### src/table_cfg_pkg.sv
/*
  Shared constants and carriers for the table-set configuration and
  permission block. Assumes a 64-bit control-register move path.
*/
package table_cfg_pkg;

  localparam int NUM_SETS  = 4;
  localparam int REG_W     = 64;

  // Configuration register fields
  localparam int CFG_SIGN_BIT  = 6;
  localparam int CFG_ELEMENT_SIZE_FIELD_LSB = 3;
  localparam int CFG_TABLE_COUNT_FIELD_LSB  = 0;
  localparam int CFG_INTERP_LSB = 8;
  localparam int CFG_WSIZE_LSB = 11;
  localparam int CFG_PROMOTION_FIELD_LSB = 24;
  localparam logic [63:0] CFG_RESET = 64'h0000000000000000;
  // Bits software may hold: 28,25-24,23-16,13-7,6-0 (reserved read 0)
  localparam logic [63:0] CFG_KEEP_MASK = 64'h0000000013FF3FFF;

  // Permission register fields
  localparam int PERM_STRIDE = 4;
  localparam logic [63:0] PERM_RESET = 64'h0000000000000000;
  localparam logic [63:0] PERM_MASK  = 64'h0000000000003333;

  localparam logic [1:0] PERM_FULL  = 2'h3;
  localparam logic [1:0] PERM_EXEC  = 2'h2;
  localparam logic [1:0] PERM_READ  = 2'h1;
  localparam logic [1:0] PERM_NONE  = 2'h0;

  // Control register selectors for the move instruction
  localparam logic [1:0] SEL_CONFIG = 2'h0;
  localparam logic [1:0] SEL_BASE   = 2'h1;
  localparam logic [1:0] SEL_PERM   = 2'h2;

  typedef enum logic [2:0] {
    OP_NONE  = 3'b000,
    OP_READ  = 3'b001,
    OP_WRITE = 3'b010,
    OP_INIT  = 3'b011,
    OP_HISTOGRAM_OP  = 3'b100,
    OP_WEIGHTED_HISTOGRAM_OP = 3'b101
  } table_op_e;

  typedef struct packed {
    logic       valid;
    table_op_e  op;
    logic [1:0] set;
    logic       supervisor;
  } table_req_s;

  typedef struct packed {
    logic        valid;
    logic        write;
    logic [1:0]  sel;
    logic [1:0]  set;
    logic        supervisor;
    logic [63:0] wdata;
  } reg_move_s;

  typedef struct packed {
    logic       is_signed;
    logic [1:0] element_size_field;
    logic [4:0] tables;
    logic [3:0] returned;
    logic [3:0] written;
    logic [3:0] promotion_field_factor;
    logic       cfg_valid;
  } table_decode_s;

endpackage : table_cfg_pkg

### src/table_cfg_store.sv
/*
  Storage for the four per-set configuration words, read data registered.
  Assumes one write and one read port on the core clock.
*/
module table_cfg_store (
  input  wire logic        clk_i,
  input  wire logic        rst_i,
  input  wire logic        we_i,
  input  wire logic [1:0]  waddr_i,
  input  wire logic [63:0] wdata_i,
  input  wire logic [1:0]  raddr_i,
  output logic      [63:0] rdata_o,
  output logic      [255:0] all_o
);

  logic [63:0] mem_reg [table_cfg_pkg::NUM_SETS];

  always_ff @(posedge clk_i or posedge rst_i) begin
    if (rst_i) begin
      for (int i = 0; i < table_cfg_pkg::NUM_SETS; i++) begin
        mem_reg[i] <= table_cfg_pkg::CFG_RESET;
      end
    end else if (we_i) begin
      mem_reg[waddr_i] <= wdata_i;
    end
  end

  always_ff @(posedge clk_i or posedge rst_i) begin
    if (rst_i) begin
      rdata_o <= table_cfg_pkg::CFG_RESET;
    end else begin
      rdata_o <= mem_reg[raddr_i];
    end
  end

  always_comb begin
    for (int i = 0; i < table_cfg_pkg::NUM_SETS; i++) begin
      all_o[i*64 +: 64] = mem_reg[i];
    end
  end

endmodule : table_cfg_store

### src/table_set_guard.sv
/*
  Table-set configuration decode and user-mode permission checking.
  Assumes the pipeline presents one table op and one register move per
  cycle on the core clock; answers come back on the next edge.
*/
// Contract
// - Sign bit six selects signed elements
// - Element size field decodes byte, half, word
// - Table count field decodes 1 to 16
// - User mode faults on unpermitted operations
// - Supervisor mode bypasses all permission checks
// - Permission writes only accepted in supervisor
// - Four two-bit permission fields, rest zero
// - Code 11 allows everything for the set
// - Code 10 allows reads and ops, no writes; code allows table OP_WRITE and refuses only register writes
// - Code 01 allows register and table reads
// - Code 00 allows nothing in user mode; code still accepts user-mode reads of the permission register
// - Interpolation zero writes only indexed element
// - Memory returns maximum; write interpolated count
// - Maximum returned elements follow table count
// - Only listed read combinations are supported
// - Interpolation field decodes 1,2,4,8 elements
// - Promotion field decodes 1x,2x,4x,8x widening
module table_set_guard (
  input  wire logic                        clk_i,
  input  wire logic                        rst_i,
  input  wire table_cfg_pkg::table_req_s   op_req_i,
  input  wire table_cfg_pkg::reg_move_s    move_i,
  output logic                             op_allow_o,
  output logic                             op_fault_o,
  output logic                             move_done_o,
  output logic                             move_fault_o,
  output logic                      [63:0] move_rdata_o,
  output logic                             base_we_o,
  output logic                       [1:0] base_set_o,
  output table_cfg_pkg::table_decode_s     decode_o
);

  logic [63:0]  perm_reg;
  logic [63:0]  cfg_rdata;
  logic [255:0] cfg_all;
  logic         cfg_we;
  logic         op_allow_next;
  logic         op_fault_next;
  logic         move_ok;
  logic         move_fault_next;
  logic [1:0]   rd_sel_reg;
  logic         rd_pend_reg;
  logic         rd_fault_reg;
  logic [63:0]  cfg_word;
  table_cfg_pkg::table_decode_s decode_next;

  // Permission code of one set
  function automatic logic [1:0] perm_of(input logic [63:0] p,
                                         input logic [1:0]  s);
    logic [5:0] lsb;
    lsb = 6'(int'(s) * table_cfg_pkg::PERM_STRIDE);
    perm_of = p[lsb +: 2];
  endfunction : perm_of

  // Tables encoded as a power-of-two exponent, 0..4
  function automatic logic [4:0] tables_of(input logic [2:0] code);
    unique case (code)
      3'h0: tables_of = 5'h01;
      3'h1: tables_of = 5'h02;
      3'h2: tables_of = 5'h04;
      3'h3: tables_of = 5'h08;
      3'h4: tables_of = 5'h10;
      default: tables_of = 5'h00;
    endcase
  endfunction : tables_of

  function automatic logic [3:0] pow2(input logic [1:0] e);
    pow2 = 4'(1 << e);
  endfunction : pow2

  // Permission decision for one table operation in user mode
  function automatic logic op_permitted(input logic [1:0] code,
                                        input table_cfg_pkg::table_op_e op);
    unique case (code)
      table_cfg_pkg::PERM_FULL: op_permitted = 1'b1;
      table_cfg_pkg::PERM_EXEC: op_permitted = 1'b1;
      table_cfg_pkg::PERM_READ:
        op_permitted = (op == table_cfg_pkg::OP_READ);
      table_cfg_pkg::PERM_NONE: op_permitted = 1'b0;
    endcase
  endfunction : op_permitted

  // Table operation check
  always_comb begin
    op_allow_next = 1'b0;
    op_fault_next = 1'b0;
    if (op_req_i.valid && op_req_i.op != table_cfg_pkg::OP_NONE) begin
      if (op_req_i.supervisor) begin
        op_allow_next = 1'b1;
      end else if (op_permitted(perm_of(perm_reg, op_req_i.set),
                                op_req_i.op)) begin
        op_allow_next = 1'b1;
      end else begin
        op_fault_next = 1'b1;
      end
    end
  end

  always_ff @(posedge clk_i or posedge rst_i) begin
    if (rst_i) begin
      op_allow_o <= 1'b0;
      op_fault_o <= 1'b0;
    end else begin
      op_allow_o <= op_allow_next;
      op_fault_o <= op_fault_next;
    end
  end

  // Register move check
  always_comb begin
    logic [1:0] code;
    code = perm_of(perm_reg, move_i.set);
    move_ok = 1'b0;
    if (move_i.supervisor) begin
      move_ok = 1'b1;
    end else if (move_i.sel == table_cfg_pkg::SEL_PERM) begin
      move_ok = !move_i.write;
    end else if (move_i.write) begin
      move_ok = (code == table_cfg_pkg::PERM_FULL);
    end else begin
      move_ok = (code != table_cfg_pkg::PERM_NONE);
    end
    move_fault_next = move_i.valid && !move_ok;
  end

  assign cfg_we = move_i.valid && move_ok && move_i.write &&
                  move_i.sel == table_cfg_pkg::SEL_CONFIG;
  assign base_we_o  = move_i.valid && move_ok && move_i.write &&
                      move_i.sel == table_cfg_pkg::SEL_BASE;
  assign base_set_o = move_i.set;

  always_ff @(posedge clk_i or posedge rst_i) begin
    if (rst_i) begin
      perm_reg <= table_cfg_pkg::PERM_RESET;
    end else if (move_i.valid && move_ok && move_i.write &&
                 move_i.sel == table_cfg_pkg::SEL_PERM) begin
      perm_reg <= move_i.wdata & table_cfg_pkg::PERM_MASK;
    end
  end

  // Reserved codes of enumerated fields are stored as zero
  always_comb begin
    cfg_word = move_i.wdata & table_cfg_pkg::CFG_KEEP_MASK;
    if (cfg_word[table_cfg_pkg::CFG_ELEMENT_SIZE_FIELD_LSB +: 3] > 3'h2) begin
      cfg_word[table_cfg_pkg::CFG_ELEMENT_SIZE_FIELD_LSB +: 3] = 3'h0;
    end
    if (cfg_word[table_cfg_pkg::CFG_TABLE_COUNT_FIELD_LSB +: 3] > 3'h4) begin
      cfg_word[table_cfg_pkg::CFG_TABLE_COUNT_FIELD_LSB +: 3] = 3'h0;
    end
    if (cfg_word[table_cfg_pkg::CFG_INTERP_LSB +: 3] > 3'h3) begin
      cfg_word[table_cfg_pkg::CFG_INTERP_LSB +: 3] = 3'h0;
    end
    // Weight size keeps byte and half word only
    if (cfg_word[table_cfg_pkg::CFG_WSIZE_LSB +: 3] > 3'h1) begin
      cfg_word[table_cfg_pkg::CFG_WSIZE_LSB +: 3] = 3'h0;
    end
  end

  table_cfg_store u_store (
    .clk_i   (clk_i),
    .rst_i   (rst_i),
    .we_i    (cfg_we),
    .waddr_i (move_i.set),
    .wdata_i (cfg_word),
    .raddr_i (move_i.set),
    .rdata_o (cfg_rdata),
    .all_o   (cfg_all)
  );

  always_ff @(posedge clk_i or posedge rst_i) begin
    if (rst_i) begin
      rd_pend_reg  <= 1'b0;
      rd_fault_reg <= 1'b0;
      rd_sel_reg   <= table_cfg_pkg::SEL_CONFIG;
    end else begin
      rd_pend_reg  <= move_i.valid;
      rd_fault_reg <= move_fault_next;
      rd_sel_reg   <= move_i.sel;
    end
  end

  assign move_done_o  = rd_pend_reg;
  assign move_fault_o = rd_fault_reg;

  always_ff @(posedge clk_i or posedge rst_i) begin
    if (rst_i) begin
      move_rdata_o <= 64'h0000000000000000;
    end else if (move_i.valid && !move_i.write && move_ok) begin
      move_rdata_o <= (move_i.sel == table_cfg_pkg::SEL_PERM) ?
                      perm_reg : 64'h0000000000000000;
    end
  end

  // Store read data is left unused; config reads return zero on move_rdata_o
  logic [63:0] unused_cfg_rdata;
  assign unused_cfg_rdata = cfg_rdata;

  // Decode of the configuration of the set addressed by the table op
  always_comb begin
    logic [63:0] c;
    logic [2:0]  table_count_field;
    logic [1:0]  interp;
    logic [1:0]  promotion_field;
    logic [3:0]  maxret;
    logic [15:0] bits;
    logic [8:0]  out_w;
    maxret = 4'h1;
    bits   = 16'h0000;
    out_w  = 9'h000;
    c      = cfg_all[int'(op_req_i.set)*64 +: 64];
    table_count_field   = c[table_cfg_pkg::CFG_TABLE_COUNT_FIELD_LSB +: 3];
    interp = c[table_cfg_pkg::CFG_INTERP_LSB +: 2];
    promotion_field  = c[table_cfg_pkg::CFG_PROMOTION_FIELD_LSB +: 2];
    decode_next.is_signed = c[table_cfg_pkg::CFG_SIGN_BIT];
    decode_next.element_size_field  = c[table_cfg_pkg::CFG_ELEMENT_SIZE_FIELD_LSB +: 2];
    decode_next.tables = tables_of(table_count_field);
    unique case (table_count_field)
      3'h0, 3'h1: maxret = 4'h8;
      3'h2:       maxret = 4'h4;
      3'h3:       maxret = 4'h2;
      default:    maxret = 4'h1;
    endcase
    decode_next.returned = maxret;
    decode_next.written  = pow2(interp);
    decode_next.promotion_field_factor = pow2(promotion_field);
    // Widths sized for the widest promotion: 256-bit elements, 16 tables
    out_w = 9'((8 << decode_next.element_size_field) * int'(pow2(promotion_field)));
    bits  = 16'(int'(out_w) * int'(decode_next.written) *
                int'(decode_next.tables));
    // Output wider than a double word is not representable
    decode_next.cfg_valid = (decode_next.written <= maxret) &&
                            (bits <= 16'h0200) &&
                            (out_w <= 9'h040) &&
                            (bits == 16'h0200 || table_count_field == 3'h0 ||
                             out_w >= 9'h020);
  end

  always_ff @(posedge clk_i or posedge rst_i) begin
    if (rst_i) begin
      decode_o <= '0;
    end else begin
      decode_o <= decode_next;
    end
  end

endmodule : table_set_guard

### config.mk
export PLATFORM = sky130hd
export DESIGN_NAME = table_set_guard
export DESIGN_NICKNAME = d
export VERILOG_FILES = /design/src/table_cfg_pkg.sv /design/src/table_cfg_store.sv /design/src/table_set_guard.sv
export SDC_FILE = /design/constraint.sdc
export NUM_CORES = 1
export LEC_CHECK = 0
export BUFFER_PORTS_ARGS = -buffer_cell sky130_fd_sc_hd__clkbuf_2
export CAP_MARGIN = 20
export CORE_ASPECT_RATIO = 0.5
export CORE_UTILIZATION = 54
export DETAILED_ROUTE_END_ITERATION = 6
export MAX_ROUTING_LAYER = met4
export PLACE_DENSITY = 0.82
export SLEW_MARGIN = 20
export SYNTH_ARGS = -nofsm -noshare
export SYNTH_HDL_FRONTEND = slang
export SYNTH_SLANG_ARGS = --single-unit
### constraint.sdc
create_clock -name clk_i -period 10.7 [get_ports clk_i]
set_input_delay 1.605 -clock clk_i [delete_from_list [all_inputs] [get_ports clk_i]]
set_output_delay 1.605 -clock clk_i [all_outputs]
set_load 0.02 [all_outputs]
==> metrics.yaml, run 1 <==
sta:
  setup_viol: 0
  tightest_slew_ns: 0.7163
  report.final.slew_viol_count: 0
  finalCriticalPeriod_ns: 10.13
  hold_viol: 0
  rsz0062_at_grt: "no"
  fin_crit_sh_pct: 94.63
  hold_ws_ns: 0.5031
  finalSetupTns_ns: 0
  fmax_mhz: 98.76
  skew_ns: 0.008746
  relSlewSlack_pct: 52.25
global_routing:
  grt_antenna_before_repair: 0
  grt_max_degree: 82
  grt_pass1_wl_mm: 21.59
  grt_pass1_vias: 4575
  grt_overflow: 0
  grt.total_usage_pct: 23.32
pwr:
  p_total_w: 0.0009133
  power_leakage_nw: 3.709
  p_per_area_nw_per_um2: 132.2
  vdd.ir_drop.worst_uv: 111.3
final_layout:
  layout_commonest_cell: "dfrtp_1"
  areaGrowthSynthToFinish_pct: 9.524
  final_cell_mix: "dfrtp_1 (81), inv_1 (67), clkbuf_2 (65), nor2_1 (60), conb_1 (56)"
  diodes: 0
  layout-drive-gt1-share_pct: 23.25
  nets: 840
  largest_reg_flops: 40
synth:
  async_flop_share_pct: 100.0
  ys.flop_type: "dfrtp_1"
  syn_area_um2: 6306
  ys_warn_count: 0
  synth-seq-cells: 81
  seq_area_frac_synth_pct: 32.14
  synth_edf_count: 0
  avgSynthCellArea_um2: 10.35
  syn_inst: 609
  ys_types: 59
floorplan:
  start_util_pct: 56.39
  rows: 27
  die_x_um: 154.8
  coreArea_um2: 11180
  pin_count: 172
  die-area_um2: 12140
  fp.dieH_um: 78.42
worst_setup_path:
  arrival_ns: 10.40
  critPathSlowestCell: "mux4_2"
  cp-end-kind: "register"
  cp_max_fo: 7
  criticalPathCategory: "in -> reg"
  path_common_cell: "fa_1"
  crit_required_ns: 10.98
  cpPeakStageDelay_ns: 0.64
  critPathLaunchType: "input pin"
run_status:
  outcome: "complete, no violations"
placement:
  dpl.hpwl_mm: 9.219
  finalWeightedCongestion: 0.9052
  portBuffers: 65
route:
  drtIter0Drc: 166
  vias: 4422
  drt_pass1_iterations: 4
  antenna_left: 0
  vias_per_cell: 5.246
  route.detailed.drc: 0
  wirelength_mm: 12.41
  wl_per_cell_um: 14.72
clock_network:
  cts_tree: "done"
  cts_max_level: 3
  hold_buffers: 0
  clock_path_buffers: 2
  clockRootBuffer: "clkbuf_16"
  clk_latency_ns: 0.34
  clkSinkCount: 81
  cts_buffers: 9
  clk_pin_slew_ns: 0.07
job:
  drv_cap: 0
worst_hold_path:
  hold_path_class: "reg -> reg"
## per-stage QoR
step	cells	worst slack, ns	area (um2)	utilization (%)
2_1_floorplan	664	0.8342	6513	-
3_3_place_gp	828	0.2641	6604	59.06
3_5_place_dp	828	0.1386	6604	59.06
4_1_cts	843	0.4721	6895	61.67
5_1_grt	843	0.1111	6907	61.77
6_report	843	0.5746	6907	61.77
## worst max-delay path: cells and delay by family
kind	cells	cell delay (ns)
AO/OA/AOI/OAI	4	0.72
adder cells (fa/ha/maj)	11	4.79
buffers and inverters	5	0.37
multiplexers	1	0.64
AND/OR/NAND/NOR	9	1.76
XOR/XNOR	2	0.50
## report_power, final
| group | internal (W) | switching (W) |
|---|---|---|
| clock | 0.000181 | 0.000127 |
| sequential | 0.000345 | 0.0000222 |
| combinational | 0.0000898 | 0.000148 |
| total | 0.000616 | 0.000298 |
## layer usage
metal | vias to the layer above | wire (um) | GRT usage (%)
li1 | 2077 | - | -
met1 | 2159 | 5669 | 29.39
met2 | 166 | 5835 | 38.64
met3 | 20 | 706 | 4.252
met4 | 0 | 201 | 7.426
met5 | - | 0 | -
## cell usage after synthesis, drive strengths merged, types with 7 or more instances
cell type  number  share of area [%]
nand2          25                1.5
mux2           48                8.6
nor2b          16                1.6
nor2           62                3.8
a21oi          15                1.2
nand2b          7               0.69
fa             34                 11
and2           12                1.2
dfrtp          81                 32
mux4           12                4.4
o21ai          16                1.3
nor3b           7               0.83
nand3          16                1.3
ha             46                9.1
xor2            7               0.97
buf            63                7.5
xnor2          12                1.7
inv            69                4.1
## kinds of logic after synthesis
group | after synthesis | share of synthesized area, %
simple gates | 170 | 13.63
fa+ha+maj | 80 | 19.92
flops | 81 | 32.14
mux | 62 | 13.29
xor+xnor | 20 | 2.996
buf+inv | 137 | 11.94
other cells | 1 | 0.05947
compound gates | 58 | 6.012
## cell type report
type | count | area (um2)
Sequential cell | 81 | 2027
Timing Repair Buffer | 73 | 389.1
Inverter | 69 | 260.3
Fill cell | 902 | 4275
Clock inverter | 6 | 66.31
Clock buffer | 9 | 225.2
Tap cell | 159 | 198.9
Multi-Input combinational cell | 446 | 3740
## timing repair
action                                  4_1_cts  5_1_grt
resized for setup                             0        1
endpoints found under the setup margin        0        1
setup buffers                                 0        0
## final timing paths
path,start,end,slack [ns],cells after the start
setup / recovery,op_req_i[2],decode_o[0]$_DFF_PP0_,0.57,32
hold / removal,u_store.all_o[0]$_DFFE_PP0P_,u_store.all_o[0]$_DFFE_PP0P_,0.50,1
setup reg to reg,u_store.all_o[196]$_DFFE_PP0P_,decode_o[0]$_DFF_PP0_,1.72,31
hold reg to reg,u_store.all_o[0]$_DFFE_PP0P_,u_store.all_o[0]$_DFFE_PP0P_,0.50,1
max in group asynchronous,rst_i,decode_o[16]$_DFF_PP0_,8.75,3
min in group asynchronous,rst_i,decode_o[1]$_DFF_PP0_,1.46,3
No activity file was read; power rests on OpenSTA's default activity.
==> run 2: changes to the inputs <==
- ABC_AREA: not set -> 1
- CORE_UTILIZATION: 54 -> 55
- HOLD_SLACK_MARGIN: not set -> 0.08
- PLACE_DENSITY: 0.82 -> 0.74
- SYNTH_HIERARCHICAL: not set -> 1
==> metrics.yaml, run 2 <==
global_routing:
  grt_max_degree: 41
  grt_antenna_before_repair: 0
  grt_overflow: 0
  grt_pass1_wl_mm: 23.49
  grt.total_usage_pct: 23.39
  grt_pass1_vias: 4963
pwr:
  vdd.ir_drop.worst_uv: 75.14
  p_per_area_nw_per_um2: 131.3
  power_leakage_nw: 4.161
clock_network:
  clk_latency_ns: 0.33
  clkSinkCount: 80
  cts_buffers: 9
  clk_pin_slew_ns: 0.06
  cts_resized: 0
  cts_tree: "done"
  clockRootBuffer: "clkbuf_16"
  cts_max_level: 3
  hold_buffers: 0
  clock_path_buffers: 2
  cts_setup_buffers: 0
worst_setup_path:
  arrival_ns: 10.20
  cp-end-kind: "register"
  reg2reg_depth: 35
  critPathSlowestCell: "fa_1"
  cp_max_fo: 15
  crit_required_ns: 10.93
  reg2reg_slack_ns: 2.20
  r2r-start: "u_store/all_o[68]$_DFFE_PP0P_"
  critPathLaunchType: "input pin"
  path_common_cell: "fa_1"
  cpPeakStageDelay_ns: 0.54
  reg2reg_to: "decode_o[0]$_DFF_PP0_"
  criticalPathCategory: "in -> reg"
sta:
  finalCriticalPeriod_ns: 9.962
  fin_crit_sh_pct: 93.10
  hold_ws_ns: 0.4706
  report.final.slew_viol_count: 0
  relSlewSlack_pct: 45.95
  fin_ws_ns: 0.7379
  setup_viol: 0
  hold_viol: 0
  rsz0062_at_grt: "no"
  skew_ns: 0.007028
  tightest_slew_ns: 0.8078
  fmax_mhz: 100.4
  finalSetupTns_ns: 0
final_layout:
  final_area_um2: 7273
  layout-drive-gt1-share_pct: 13.63
  layout_commonest_cell: "nand2_1"
  final_cell_mix: "nand2_1 (217), inv_1 (114), nor2_1 (96), dfrtp_1 (80), clkbuf_2 (65)"
  nets: 1094
  areaGrowthSynthToFinish_pct: 5.365
  final_core_util_pct: 60.53
  largest_reg_flops: 40
  multi_input_area_um2: 3869
  area.sequential_um2: 2002
  diodes: 0
  fillCellCount: 1059
job:
  drv_cap: 0
floorplan:
  pin_count: 172
  start_util_pct: 57.44
  die-area_um2: 13030
  rows: 28
  fp.dieH_um: 81.22
  die_x_um: 160.4
  coreArea_um2: 12020
worst_hold_path:
  hold_path_class: "reg -> reg"
  hold_path_end: "u_store/all_o[134]$_DFFE_PP0P_"
  hold-path-cell-count: 2
  min_from: "u_store/all_o[134]$_DFFE_PP0P_"
placement:
  finalWeightedCongestion: 0.9015
  dpl_cell_area_um2: 6918
  portBuffers: 65
  dpl.hpwl_mm: 11.00
  pre_cts_ws_ns: 0.3830
route:
  drtIter0Drc: 355
  vias_per_cell: 5.095
  vias: 5625
  antenna_left: 0
  wl_per_cell_um: 12.96
  wirelength_mm: 14.30
  route.detailed.drc: 0
  drt_pass1_iterations: 5
synth:
  ys_warn_count: 6
  syn_inst: 913
  avgSynthCellArea_um2: 7.561
  syn_area_um2: 6903
run_status:
  outcome: "complete, no violations"
==> run 2: cell count changes in the layout (fill, tap and decap cells not counted), sizes merged, moves of 16 or more <==
cell and delta:
inv +51, mux2 -48, nand2 +207, nand3 +47, nand4 +23, nor2 +41, nor2b -16, o21ai +21
==> run 2: worst max path at each step <==
stage / startpoint / end / slack (ns) / cells after the start
6_report: op_req_i[1] / decode_o[0]$_DFF_PP0_ / 0.74 / 37
5_1_grt: op_req_i[1] / decode_o[0]$_DFF_PP0_ / 0.23 / 38
2_1_floorplan: op_req_i[1] / decode_o[0]$_DFF_PP0_ / 1.38 / 41
3_3_place_gp: op_req_i[1] / decode_o[0]$_DFF_PP0_ / 0.55 / 41
3_5_place_dp: op_req_i[1] / decode_o[0]$_DFF_PP0_ / 0.38 / 38
4_1_cts: op_req_i[1] / decode_o[0]$_DFF_PP0_ / 0.74 / 38
==> run 2: worst max-delay path: cells and delay by family <==
kind / cells / cell delay [ns]
buf+inv: 7 / 0.95
compound gates: 6 / 0.98
simple gates: 11 / 1.20
fa+ha+maj: 11 / 4.86
xor+xnor: 2 / 0.59
==> run 2: per-stage QoR <==
stage               cells  power (W)
floorplan             968  0.0005528
global placement     1088  0.0005913
detailed placement   1088  0.0005969
CTS                  1104  0.0009590
global route         1104   0.001004
finish               1104  0.0009550
==> run 2: area by class of cell <==
type | instances | area share, %
multi-input cells | 649 | 53.19
flip-flops and latches | 80 | 27.52
inverters | 122 | 6.365
repair buffers | 72 | 5.195
clock buffers | 12 | 3.527
well taps | 165 | 2.838
clock inverters | 4 | 1.359
==> run 2: report_power, final <==
| part | total (W) | internal (W) | leakage (nW) | switching, W |
|---|---|---|---|---|
| combinational | 0.000233 | 0.0000711 | 2.93 | 0.000162 |
| sequential | 0.000360 | 0.000338 | 1.06 | 0.0000223 |
| clock | 0.000362 | 0.000242 | 0.173 | 0.000120 |
==> run 2: per-layer routing <==
metal	global-route usage [%]	up-vias	routed length, um
met2	39.18	186	6817
met4	4.857	0	129
met1	30.48	2663	6548
met3	3.524	14	809
li1	-	2762	-
met5	-	-	0
